==> src/hdl/msp_map.svh <==
// Purpose: offsets, field positions, reset values and timing counts of the select port decoder
// Assumes: 10 MHz system clock
// Notes:   times are in microseconds, counts derived from them
//
// Function
// - at restart, switch positions 1-3 choose one of seven operating modes
// - positions 4,5 choose 300 baud, 1200 baud, or internally stored rate
// - with position 5 off, position 8 picks 8N1 or 7-bit odd two-stop frame
// - restart runs a self-test phase, then enters switch mode; switch read only then
// - port input accepted only in display mode; 8 or 16 selects plus 4 controls
// - active input reads 1 non-inverted, 0 inverted
// - BCD weights give 2 or 4 decimal digits, 0-99 or 0-9999
// - binary weights powers of two; messages limited 0-255 or 0-9999
// - port value accepted only while hold control reads 1
// - value valid only after stable one scan interval plus debounce time
// - message-or-data control 1 means message number, 0 means variable data
// - set-select inputs ignored for message numbers
// - set-select pair 00..11 steers data to set 1..4
// - port sampled at fixed scan interval; ignored when all four control pins are low, in either polarity
// - newly accepted message number replaces the current one at once
`ifndef MSP_MAP_SVH
`define MSP_MAP_SVH

`define MSP_CLK_MHZ      10
`define MSP_SCAN_US      1000
`define MSP_DEBOUNCE_US  10000
`define MSP_SELFTEST_US  100000
`define MSP_SCAN_CYC     (`MSP_SCAN_US * `MSP_CLK_MHZ)
`define MSP_DEBOUNCE_CYC (`MSP_DEBOUNCE_US * `MSP_CLK_MHZ)
`define MSP_SELFTEST_CYC (`MSP_SELFTEST_US * `MSP_CLK_MHZ)

// switch positions, position 1 in bit 0
`define MSP_SW_MODE_LO   0
`define MSP_SW_MODE_HI   2
`define MSP_SW_BAUD_1200 3
`define MSP_SW_BAUD_INT  4
`define MSP_SW_FRAME     7

// port pin vector: selects in 15:0, then controls
`define MSP_PIN_HOLD     16
`define MSP_PIN_MSGDATA  17
`define MSP_PIN_SET1     18
`define MSP_PIN_SET2     19

`define MSP_MSG_MAX_BIN  16'h270F
`define MSP_MODE_RST     3'h0

`endif

==> src/hdl/msp_pkg.sv <==
// Purpose: types of the select port decoder
// Assumes: nothing
// Notes:   mode codes follow switch positions {3,2,1}
package msp_pkg;
   typedef enum logic [1:0] {
      MSP_ST_TEST = 2'b01,
      MSP_ST_RUN  = 2'b10
   } msp_state_e;

   typedef enum logic [2:0] {
      MSP_MODE_DISPLAY  = 3'h0,
      MSP_MODE_PROGRAM  = 3'h1,
      MSP_MODE_TAPE_IN  = 3'h2,
      MSP_MODE_TAPE_OUT = 3'h3,
      MSP_MODE_VERIFY   = 3'h4,
      MSP_MODE_PRINT    = 3'h5,
      MSP_MODE_DISPTEST = 3'h6,
      MSP_MODE_UNUSED   = 3'h7
   } msp_mode_e;

   typedef enum logic [1:0] {
      MSP_BAUD_300      = 2'h0,
      MSP_BAUD_1200     = 2'h1,
      MSP_BAUD_INTERNAL = 2'h2
   } msp_baud_e;
endpackage

==> src/hdl/msp_decoder.sv <==
// Purpose: message select port and configuration switch decoder
// Assumes: port pins and switch asynchronous; CFG_* inputs from same-clock logic
// Notes:   RST_B is the restart button path; long counts are parameters
`timescale 1ns/10ps
`include "msp_map.svh"

module msp_decoder #(
   parameter int unsigned SCAN_CYC     = `MSP_SCAN_CYC,
   parameter int unsigned DEBOUNCE_CYC = `MSP_DEBOUNCE_CYC,
   parameter int unsigned SELFTEST_CYC = `MSP_SELFTEST_CYC
) (
   input  wire logic                CLK_SYS,
   input  wire logic                RST_B,
   input  wire logic [7:0]          CONFIG_DIP_SWITCH,
   input  wire logic [15:0]         SELECT_BIT,
   input  wire logic                CTRL_HOLD,
   input  wire logic                CTRL_MSG_DATA,
   input  wire logic                CTRL_SET_SEL1,
   input  wire logic                CTRL_SET_SEL2,
   input  wire logic                CFG_WIDE16,
   input  wire logic                CFG_INVERT,
   input  wire logic                CFG_BCD,
   output logic                     SELF_TESTING,
   output msp_pkg::msp_mode_e       MODE,
   output msp_pkg::msp_baud_e       BAUD_SEL,
   output logic                     FRAME_INTERNAL,
   output logic                     FRAME_ODD_7BIT,
   output logic [15:0]              MSG_NUM,
   output logic                     MSG_STB,
   output logic [15:0]              DATA_VAL,
   output logic [1:0]               DATA_SET,
   output logic                     DATA_STB
);

   localparam logic [23:0] QUAL_CNT = 24'(SCAN_CYC + DEBOUNCE_CYC);
   localparam logic [23:0] SCAN_TOP = 24'(SCAN_CYC - 1);
   localparam logic [23:0] TEST_TOP = 24'(SELFTEST_CYC - 1);

   function automatic logic digit_bad(input logic [3:0] d);
      digit_bad = (d > 4'h9);
   endfunction

   // ---------------------------------------------------------------
   // input synchronisers
   // ---------------------------------------------------------------
   // three stages; a bit takes its new level once stages two and three agree
   logic [27:0] sy1_q, sy2_q, sy3_q, pins_q;
   wire  [27:0] pins_raw = {CONFIG_DIP_SWITCH, CTRL_SET_SEL2, CTRL_SET_SEL1,
                            CTRL_MSG_DATA, CTRL_HOLD, SELECT_BIT};
   wire  [27:0] agree    = ~(sy2_q ^ sy3_q);
   wire  [27:0] pins_d   = (agree & sy3_q) | (~agree & pins_q);

   always_ff @(posedge CLK_SYS or negedge RST_B) begin
      if (!RST_B) begin
         sy1_q  <= 28'h0000000;
         sy2_q  <= 28'h0000000;
         sy3_q  <= 28'h0000000;
         pins_q <= 28'h0000000;
      end else begin
         sy1_q  <= pins_raw;
         sy2_q  <= sy1_q;
         sy3_q  <= sy2_q;
         pins_q <= pins_d;
      end
   end

   wire [7:0]  sw  = pins_q[27:20];
   wire [19:0] act = pins_q[19:0];

   // ---------------------------------------------------------------
   // restart, self test and switch decode
   // ---------------------------------------------------------------
   msp_pkg::msp_state_e state_q, state_d;
   logic [23:0]         test_q;
   wire                 test_done = (state_q == msp_pkg::MSP_ST_TEST) && (test_q == TEST_TOP);

   always_comb begin
      state_d = state_q;
      unique case (state_q)
         msp_pkg::MSP_ST_TEST: begin
            if (test_done) begin
               state_d = msp_pkg::MSP_ST_RUN;
            end
         end
         msp_pkg::MSP_ST_RUN: begin
            state_d = msp_pkg::MSP_ST_RUN;
         end
         default: begin
            state_d = msp_pkg::MSP_ST_TEST;
         end
      endcase
   end

   wire msp_pkg::msp_mode_e mode_sw = msp_pkg::msp_mode_e'(sw[`MSP_SW_MODE_HI:`MSP_SW_MODE_LO]);
   wire msp_pkg::msp_baud_e baud_sw = sw[`MSP_SW_BAUD_INT]  ? msp_pkg::MSP_BAUD_INTERNAL :
                                      sw[`MSP_SW_BAUD_1200] ? msp_pkg::MSP_BAUD_1200 :
                                      msp_pkg::MSP_BAUD_300;
   wire frame_int_sw = sw[`MSP_SW_BAUD_INT];
   wire frame_alt_sw = !sw[`MSP_SW_BAUD_INT] && sw[`MSP_SW_FRAME];

   // switch is latched only once, at the end of self test: later changes wait for restart
   always_ff @(posedge CLK_SYS or negedge RST_B) begin
      if (!RST_B) begin
         state_q        <= msp_pkg::MSP_ST_TEST;
         test_q         <= 24'h000000;
         SELF_TESTING   <= 1'b1;
         MODE           <= msp_pkg::msp_mode_e'(`MSP_MODE_RST);
         BAUD_SEL       <= msp_pkg::MSP_BAUD_300;
         FRAME_INTERNAL <= 1'b0;
         FRAME_ODD_7BIT <= 1'b0;
      end else begin
         state_q      <= state_d;
         test_q       <= test_done ? test_q : test_q + 24'h000001;
         SELF_TESTING <= (state_d == msp_pkg::MSP_ST_TEST);
         if (test_done) begin
            MODE           <= mode_sw;
            BAUD_SEL       <= baud_sw;
            FRAME_INTERNAL <= frame_int_sw;
            FRAME_ODD_7BIT <= frame_alt_sw;
         end
      end
   end

   // ---------------------------------------------------------------
   // stability qualifier and scan timer
   // ---------------------------------------------------------------
   logic [19:0] prev_q;
   logic [23:0] stab_q, scan_q;
   logic        taken_q;
   wire         port_chg  = (act != prev_q);
   wire         qualified = (stab_q >= QUAL_CNT);
   wire         scan_tick = (scan_q == SCAN_TOP);

   always_ff @(posedge CLK_SYS or negedge RST_B) begin
      if (!RST_B) begin
         prev_q <= 20'h00000;
         stab_q <= 24'h000000;
         scan_q <= 24'h000000;
      end else begin
         prev_q <= act;
         stab_q <= port_chg ? 24'h000000 : (qualified ? stab_q : stab_q + 24'h000001);
         scan_q <= scan_tick ? 24'h000000 : scan_q + 24'h000001;
      end
   end

   // ---------------------------------------------------------------
   // polarity, weighting and steering
   // ---------------------------------------------------------------
   wire [19:0] lvl      = act ^ {20{CFG_INVERT}};
   wire [15:0] sel      = lvl[15:0] & (CFG_WIDE16 ? 16'hFFFF : 16'h00FF);
   wire        ctl_idle = (act[19:16] == 4'h0);
   wire        hold     = lvl[`MSP_PIN_HOLD];
   wire        is_msg   = lvl[`MSP_PIN_MSGDATA];
   wire [1:0]  set_idx  = {lvl[`MSP_PIN_SET2], lvl[`MSP_PIN_SET1]};

   wire bcd_bad = digit_bad(sel[3:0]) || digit_bad(sel[7:4]) ||
                  digit_bad(sel[11:8]) || digit_bad(sel[15:12]);
   wire [15:0] bcd_val = 16'(sel[3:0]) + 16'(sel[7:4]) * 16'h000A +
                         16'(sel[11:8]) * 16'h0064 + 16'(sel[15:12]) * 16'h03E8;
   wire [15:0] value   = CFG_BCD ? bcd_val : sel;
   wire        val_ok  = CFG_BCD ? !bcd_bad : 1'b1;
   // upper message limit only bites for 16-bit binary
   wire        msg_ok  = val_ok && (value <= `MSP_MSG_MAX_BIN);

   wire display = (state_q == msp_pkg::MSP_ST_RUN) && (MODE == msp_pkg::MSP_MODE_DISPLAY);
   // stability count is still the old value's in the cycle the port moves: block that cycle
   wire accept  = display && scan_tick && qualified && !port_chg && !taken_q &&
                  !ctl_idle && hold;
   wire msg_go  = accept && is_msg && msg_ok;
   wire data_go = accept && !is_msg && val_ok;

   // one acceptance per stable value; a change re-arms it
   always_ff @(posedge CLK_SYS or negedge RST_B) begin
      if (!RST_B) begin
         taken_q  <= 1'b0;
         MSG_NUM  <= 16'h0000;
         MSG_STB  <= 1'b0;
         DATA_VAL <= 16'h0000;
         DATA_SET <= 2'h0;
         DATA_STB <= 1'b0;
      end else begin
         taken_q  <= accept || (taken_q && !port_chg);
         MSG_STB  <= msg_go;
         DATA_STB <= data_go;
         if (msg_go) begin
            MSG_NUM <= value;
         end
         if (data_go) begin
            DATA_VAL <= value;
            DATA_SET <= set_idx;
         end
      end
   end

   // ---------------------------------------------------------------
   // checks
   // ---------------------------------------------------------------
   chk_strobe_exclusive: assert property (@(posedge CLK_SYS) disable iff (!RST_B)
      !(MSG_STB && DATA_STB))
      else $error("message and data strobes together");

   chk_display_only: assert property (@(posedge CLK_SYS) disable iff (!RST_B)
      (MSG_STB || DATA_STB) |-> (MODE == msp_pkg::MSP_MODE_DISPLAY) && !SELF_TESTING)
      else $error("port value taken outside display mode");

   chk_hold_needed: assert property (@(posedge CLK_SYS) disable iff (!RST_B)
      (MSG_STB || DATA_STB) |-> $past(hold) && !$past(ctl_idle))
      else $error("value taken without hold");

   chk_stable_time: assert property (@(posedge CLK_SYS) disable iff (!RST_B)
      (MSG_STB || DATA_STB) |-> $past(stab_q) >= QUAL_CNT && $past(scan_tick) && !$past(port_chg))
      else $error("value taken before stable period");

   chk_set_route: assert property (@(posedge CLK_SYS) disable iff (!RST_B)
      DATA_STB |-> DATA_SET == $past(set_idx) && !$past(is_msg))
      else $error("data set steering wrong");

   chk_bcd_limit: assert property (@(posedge CLK_SYS) disable iff (!RST_B)
      MSG_STB && $past(CFG_BCD) |-> !$past(bcd_bad) && MSG_NUM <= 16'h270F)
      else $error("bad bcd digit accepted");

   chk_change_restart: assert property (@(posedge CLK_SYS) disable iff (!RST_B)
      port_chg |=> stab_q == 24'h000000 && !MSG_STB && !DATA_STB ##1 !MSG_STB && !DATA_STB)
      else $error("stability count not restarted");

   chk_mode_frozen: assert property (@(posedge CLK_SYS) disable iff (!RST_B)
      !SELF_TESTING && $past(!SELF_TESTING) |-> $stable(MODE) && $stable(BAUD_SEL))
      else $error("mode changed without restart");

   chk_selftest_len: assert property (@(posedge CLK_SYS) disable iff (!RST_B)
      $fell(SELF_TESTING) |-> $past(test_q) == TEST_TOP)
      else $error("self test length wrong");

   chk_baud_internal: assert property (@(posedge CLK_SYS) disable iff (!RST_B)
      !SELF_TESTING && BAUD_SEL == msp_pkg::MSP_BAUD_INTERNAL |-> FRAME_INTERNAL && !FRAME_ODD_7BIT)
      else $error("internal rate without internal frame");

endmodule

==> config.mk <==
export PLATFORM = sky130hd
export DESIGN_NAME = msp_decoder
export DESIGN_NICKNAME = d
export VERILOG_FILES = /design/src/hdl/msp_pkg.sv /design/src/hdl/msp_decoder.sv
export VERILOG_INCLUDE_DIRS = /design/src /design/src/hdl
export SDC_FILE = /design/constraint.sdc
export NUM_CORES = 1
export LEC_CHECK = 0
export BUFFER_PORTS_ARGS = -buffer_cell sky130_fd_sc_hd__buf_2
export CELL_PAD_IN_SITES_DETAIL_PLACEMENT = 0
export CELL_PAD_IN_SITES_GLOBAL_PLACEMENT = 1
export CORE_ASPECT_RATIO = 1.75
export CORE_MARGIN = 3
export CORE_UTILIZATION = 25
export DETAILED_ROUTE_END_ITERATION = 10
export MAX_ROUTING_LAYER = met4
export PLACE_DENSITY_LB_ADDON = 0.1
export REMOVE_ABC_BUFFERS = 1
export SLEW_MARGIN = 30
export SYNTH_ARGS = -nofsm -noshare
export SYNTH_HDL_FRONTEND = slang
export SYNTH_SLANG_ARGS = --single-unit
==> constraint.sdc <==
create_clock -name CLK_SYS -period 7.8 [get_ports CLK_SYS]
set_clock_uncertainty 0.1 [all_clocks]
set_input_delay 0.78 -clock CLK_SYS [delete_from_list [all_inputs] [get_ports CLK_SYS]]
set_output_delay 0.78 -clock CLK_SYS [all_outputs]
set_load 0.02 [all_outputs]
======== After elaboration in Yosys (flattened, before gate mapping) ========
Index checks and enable logic that the tools add are counted.
cells by class
  reduce and logical (&&, ||, !) cells .... 27
  multiply operators ...................... 3
  bitwise logic cells ..................... 8
  add/subtract/negate cells ............... 6
  magnitude comparators ................... 6
  equal/unequal tests ..................... 7
  multiplexer cells ....................... 10
operator list
  cell                                                                  number
  adder 24 x 1 -> 24 bit (second input constant)                        3
  two-way mux 24 bit                                                    3
  AND 28 bit                                                            2
  NOT 28 bit                                                            2
  two-way mux 16 bit                                                    2
  OR 28 bit                                                             1
  bitwise XOR 28 bit                                                    1
  == test 24 x 14 -> 1 bit (second input constant)                      1
  == test 24 x 20 -> 1 bit (second input constant)                      1
  greater-or-equal comparator 24 x 17 -> 1 bit (second input constant)  1
  inequality test 20 bit                                                1
  bitwise XOR 20 bit                                                    1
  AND 16 bit                                                            1
  > comparator 4 bit (second input constant)                            4
  <= comparator 16 x 14 -> 1 bit (second input constant)                1
  adder 12 x 14 -> 15 bit                                               1
  logical AND 1 bit                                                     15
  adder 9 x 11 -> 12 bit                                                1
  multiplier 4 x 7 -> 11 bit (second input constant)                    1
  adder 4 x 8 -> 9 bit                                                  1
  multiplier 4 x 5 -> 9 bit (second input constant)                     1
  multiplier 4 x 3 -> 7 bit (second input constant)                     1
  zero test 1 bit                                                       6
  == test 2 x 1 -> 1 bit (second input constant)                        2
  8 further kinds                                                       13
storage, ports and cells
  register bits ........................... 251
  output and inout port bits .............. 44
  logic and storage cells ................. 87
  input bits .............................. 33

======== Logic depth before layout (Yosys ltp) ========
  depth after elaboration ................. 10
  mapped depth ............................ 26

======== Worst setup path before layout ========
OpenSTA, ideal clock, no wires.
  kind .................................... input-to-reg
  from .................................... input port CFG_INVERT
  to ...................................... register MSG_NUM[10]
  buffers on the path ..................... 5
  slack ................................... 1.678 ns
  stages on the path ...................... 24
  setup time .............................. 0.125 ns
  data arrival time ....................... 5.897 ns
  cells stage by stage .................... buf_6 buf_6 buf_2 xor2_1 nand2_1 inv_1 fa_1 fa_1 a21o_1 a21oi_1 xor2_1 ha_1 ha_1 ha_1 nand2_1 a211oi_1 nor3_2 xnor2_1 mux2_2 a311o_1 a21o_1 buf_6 buf_8 mux2_4
on the way
  cells in the longest elaborated chain, start to end .. 10
  elaborated cells between the ends (all ways) .. 23
  classes of those cells .................. add/sub: 3; mul: 3; order compare: 5; mux: 2; bitwise: 2; reduce/logical: 8
ends and longest elaborated chain
  element                                                                        line                                    text
  start, declared                                                                msp_decoder.sv:21                       input wire logic CFG_INVERT,
  bitwise XOR 20 bit *                                                           msp_decoder.sv:149                      wire [19:0] lvl = act ^ {20{CFG_INVERT}};
  AND 16 bit                                                                     msp_decoder.sv:150                      wire [15:0] sel = lvl[15:0] & (CFG_WIDE16 ? 16'hFFFF : 16'h00FF);
  multiplier 4 x 3 -> 7 bit or > comparator 4 bit (tied branches)                msp_decoder.sv:158, msp_decoder.sv:40
  adder 4 x 8 -> 9 bit or logical OR 1 bit (tied branches)                       msp_decoder.sv:158, msp_decoder.sv:156
  adder 9 x 11 -> 12 bit or logical OR 1 bit (tied branches)                     msp_decoder.sv:158, msp_decoder.sv:156
  adder 12 x 14 -> 15 bit or logical OR 1 bit (tied branches)                    msp_decoder.sv:159, msp_decoder.sv:157
  two-way mux 16 bit or zero test 1 bit (tied branches)                          msp_decoder.sv:160, msp_decoder.sv:161
  <= comparator 16 x 14 -> 1 bit (no line) or two-way mux 1 bit (tied branches)  --
  logical AND 1 bit                                                              msp_decoder.sv:163                      wire msg_ok = val_ok && (value <= `MSP_MSG_MAX_BIN);
  logical AND 1 bit                                                              msp_decoder.sv:169                      wire msg_go = accept && is_msg && msg_ok;
  end signal, assigned                                                           msp_decoder.sv:186                      MSG_NUM <= value;
  end, declared                                                                  msp_decoder.sv:28                       output logic [15:0] MSG_NUM,
Mark *: on every way between the ends. The rest lies on a longest branch, timed or not.
A chain may end at the register's enable or synchronous reset.

==> run metrics <==
dpl hpwl around 18 mm; final hold vios 0; CTS Buf Count 26; # DRC 0; number of synthesized flops with an enable pin 0; mux contribution to synthesized area 4.75%; Levels on crit path 19; Simple-Gate Fraction of Synth Area ~10%; Synth warnings 0; CTS Hold Bufs 0; RR Endpoint MSG_NUM[3]$_DFFE_PN0P_; post-route cell area 0.0128 sq mm; Vias 6441; Final setup viols 0; Mapped Area around 0.011 sq mm; H-tree depth 1; drt total wl 25.1 mm; crit end category register; first-pass GRT wire length between 40 and 50 mm; CTS Sinks 242; CP Max Fanout 16; register area share after synthesis between 50% and 60%; cell family with most CP delay adder cells; CP Data Required Time 8110 ps; GRT Resource Usage Total ~12%; Worst setup SP type register; FF-to-FF path depth 19; fraction of layout cells with a size suffix above 1 16.6%; Starting DRT DRC Count 209; clk buf depth 3; Layout Utilization 29.9%; Fmax ~0.16 GHz; Post-Synth Adder-Cell Area 12.1%; Die Ht approximately 280 microns; CTS tree built; RSZ-0062 raised after global routing false; Finished Layout Cells ~1500; Pwr Density 267 mW/mm^2; final setup TNS 0 ps; Final GP Congestion approximately 0.71; ys async rst share 100%; Crit path arrival time about 6700 ps; initial antenna violation count 0; Rows 100; Via density 4.16; reg-to-reg setup timing slack 1400 ps; critical path class register to register; largest family of logic cells by synthesized area adder cells; dpl cell area about 0.012 sq mm; Core Region ~0.043 sq mm; CP max stage cell a21o_1; Slew headroom a little under half; syn avg cell area ~12 sq um; outcome complete, no violations; Pleak around 6 nW; most common flop cell mapped by yosys dfrtp_1; Port Buffers between 70 and 80; die area between 0.04 and 0.05 sq mm; Reg clk slew, reported paths 60 ps; global route overflow 0; Antenna diodes 0; M1 GR Usage about an eighth; grt met3 use between 1.5 and 2%; largest net degree at the start of global routing around 170; slew of the pin with the lowest slew margin 818 ps; Die X 163 microns; worst path cell trace xor2_1 -> nand2_1 -> inv_1 -> ha_1 -> fa_1 -> fa_1 -> a21o_1 -> a21oi_1 -> xor2_1 -> ha_1 -> ha_1 -> ha_1 -> nand2_1 -> o31ai_1 -> a21o_1 -> a31o_1 -> nand4bb_4 -> a21o_1 -> mux2_2; routed wire length per instance between 15 and 20 microns; Initial Util about 25%; Initial DRT Pass Iterations 4; Final ANT Viol Nets 0; crit path time final 6400 ps; post-CTS setup buffers 0; Synth Area in Compound Gates around 4.5%; XOR/XNOR Fraction of Synth Area under 10%; Post-CTS Resized 0; Critical Path Most Common Cell ha_1; root buffer cell clkbuf_16; VDD IR max 0.000158 V; slowest stage delay, CP ~590 ps; Cells after DPL 1499; Critical path buffers and inverters 1; fin. max-slew vios 0; cell count after synthesis slightly below 900; GRT Max-Usage Layer met2; number of global-route vias before repair between 7000 and 8000; HP Class input port to asynchronous set/reset pin; Final nets roughly 1100; met2 usage between 20% and 30%; ratio of final minimum period to clock period about 82%; Synth cell types 56; clk_lat worst skew 550 ps; IO Count 77; maxcap violations 0; Synth Register Bits 242; Area growth, synth to finish 17.6%
worst register-to-register path: stages, from the launching register on:
cell and delay (ps):
dfrtp_1 580, xor2_1 270, nand2_1 160, inv_1 250
ha_1 300, fa_1 520, fa_1 490, a21o_1 200
a21oi_1 210, xor2_1 180, ha_1 250, ha_1 300
ha_1 350, nand2_1 70, o31ai_1 410, a21o_1 260
a31o_1 190, nand4bb_4 190, a21o_1 590, mux2_2 420
layer usage:
| layer | wire (microns) | vias up | part of all wire [%] |
|---|---|---|---|
| met5 | 0 | - | 0 |
| met4 | 600 | 0 | 2.4 |
| met3 | 714 | 33 | 2.8 |
| met2 | 14100 | 70 | 56 |
| met1 | 9690 | 3200 | 39 |
| li1 | - | 3138 | - |
cell usage after synthesis (3+ instances only):
cell type  number  share of area, %
mux2_2         32               3.3
xnor2_1        61               4.9
nand2b_1        3              0.17
nand2_1        47               1.6
inv_1          64               2.2
nor4b_1         3              0.24
a21oi_1        21              0.97
and2_1         11              0.63
or3_1           3              0.17
a31oi_1         6              0.35
nor2b_1         6              0.35
dfrtp_1       240                55
nor3b_1         3              0.21
ha_1           57               6.6
and4_1          5              0.40
nor4_1          6              0.35
nand3_1        20              0.92
a21o_1          9              0.62
fa_1           17               3.1
nor2_1         61               2.1
mux2_4          5              0.69
and3_1          9              0.52
buf_6           3              0.31
maj3_1         26               2.4
nand4_1        23               1.3
xor2_1         54               4.4
mux2i_1         8              0.74
o21ai_0        16              0.74
buf_2           5              0.23
nand3b_1        4              0.28
nor3_1          8              0.37
a211oi_1        3              0.21
clkbuf_1        7              0.24
cell type report:
class / instances / area (sq um)
tap: 561 / 702
multi-input combinational: 553 / 4440
clock buffer: 37 / 732
clock inverter: 11 / 129
inverter: 64 / 240
fill: 4377 / 29900
sequential: 242 / 6060
timing repair buffer: 80 / 458
placed cells by master (no fill, tap or decap), types with 4 or more instances in the layout:
cell type	Yosys	final
a21o_1	9	9
a21oi_1	21	21
a31oi_1	6	6
and2_1	11	11
and3_1	9	9
and4_1	5	5
buf_2	5	73
buf_4	1	4
clkbuf_1	7	7
clkbuf_16	0	26
clkbuf_8	0	4
clkinv_2	0	4
dfrtp_1	240	240
fa_1	17	17
ha_1	57	57
inv_1	64	64
maj3_1	26	26
mux2_2	32	32
mux2_4	5	5
mux2i_1	8	8
nand2_1	47	47
nand3_1	20	20
nand3b_1	4	4
nand4_1	23	23
nor2_1	61	61
nor2b_1	6	6
nor3_1	8	8
nor4_1	6	6
o21ai_0	16	16
xnor2_1	61	61
xor2_1	54	54
logic make-up (layout without fill, tap and decap cells):
family,after synthesis,count (layout)
muxes,45,45
buffers and inverters,81,192
AOI/OAI and AO/OA,75,75
DFF,242,242
and+or+nand+nor,218,218
xor gates and xnor gates,115,115
adders and majority gates,100,100
how the worst max path moves through the flow:
stage / startpoint / endpoint / slack (ps)
2_1_floorplan: CFG_INVERT / MSG_NUM[9]$_DFFE_PN0P_ / 1970
3_3_place_gp: CFG_INVERT / MSG_NUM[1]$_DFFE_PN0P_ / 1010
3_5_place_dp: CFG_INVERT / MSG_NUM[4]$_DFFE_PN0P_ / 1020
4_1_cts: register / MSG_NUM[4]$_DFFE_PN0P_ / 1280
5_1_grt: register / MSG_NUM[3]$_DFFE_PN0P_ / 940
6_report: register / MSG_NUM[3]$_DFFE_PN0P_ / 1400
power breakdown:
group,total (mW),switching [mW],internal (mW)
combinational,0.817,0.470,0.348
sequential,1.34,0.0393,1.30
clock,1.25,0.524,0.725
through the flow:
step                      total power [mW]  setup slack, ps  hold slack, ps
after floorplan                       1.95             1970             231
after global placement                2.20             1010             232
after detailed placement              2.20             1020             236
after CTS                             3.50             1280             131
after global routing                  3.64              936             157
final                                 3.41             1400             123
Note: power is estimated with default switching activity, not from simulation.
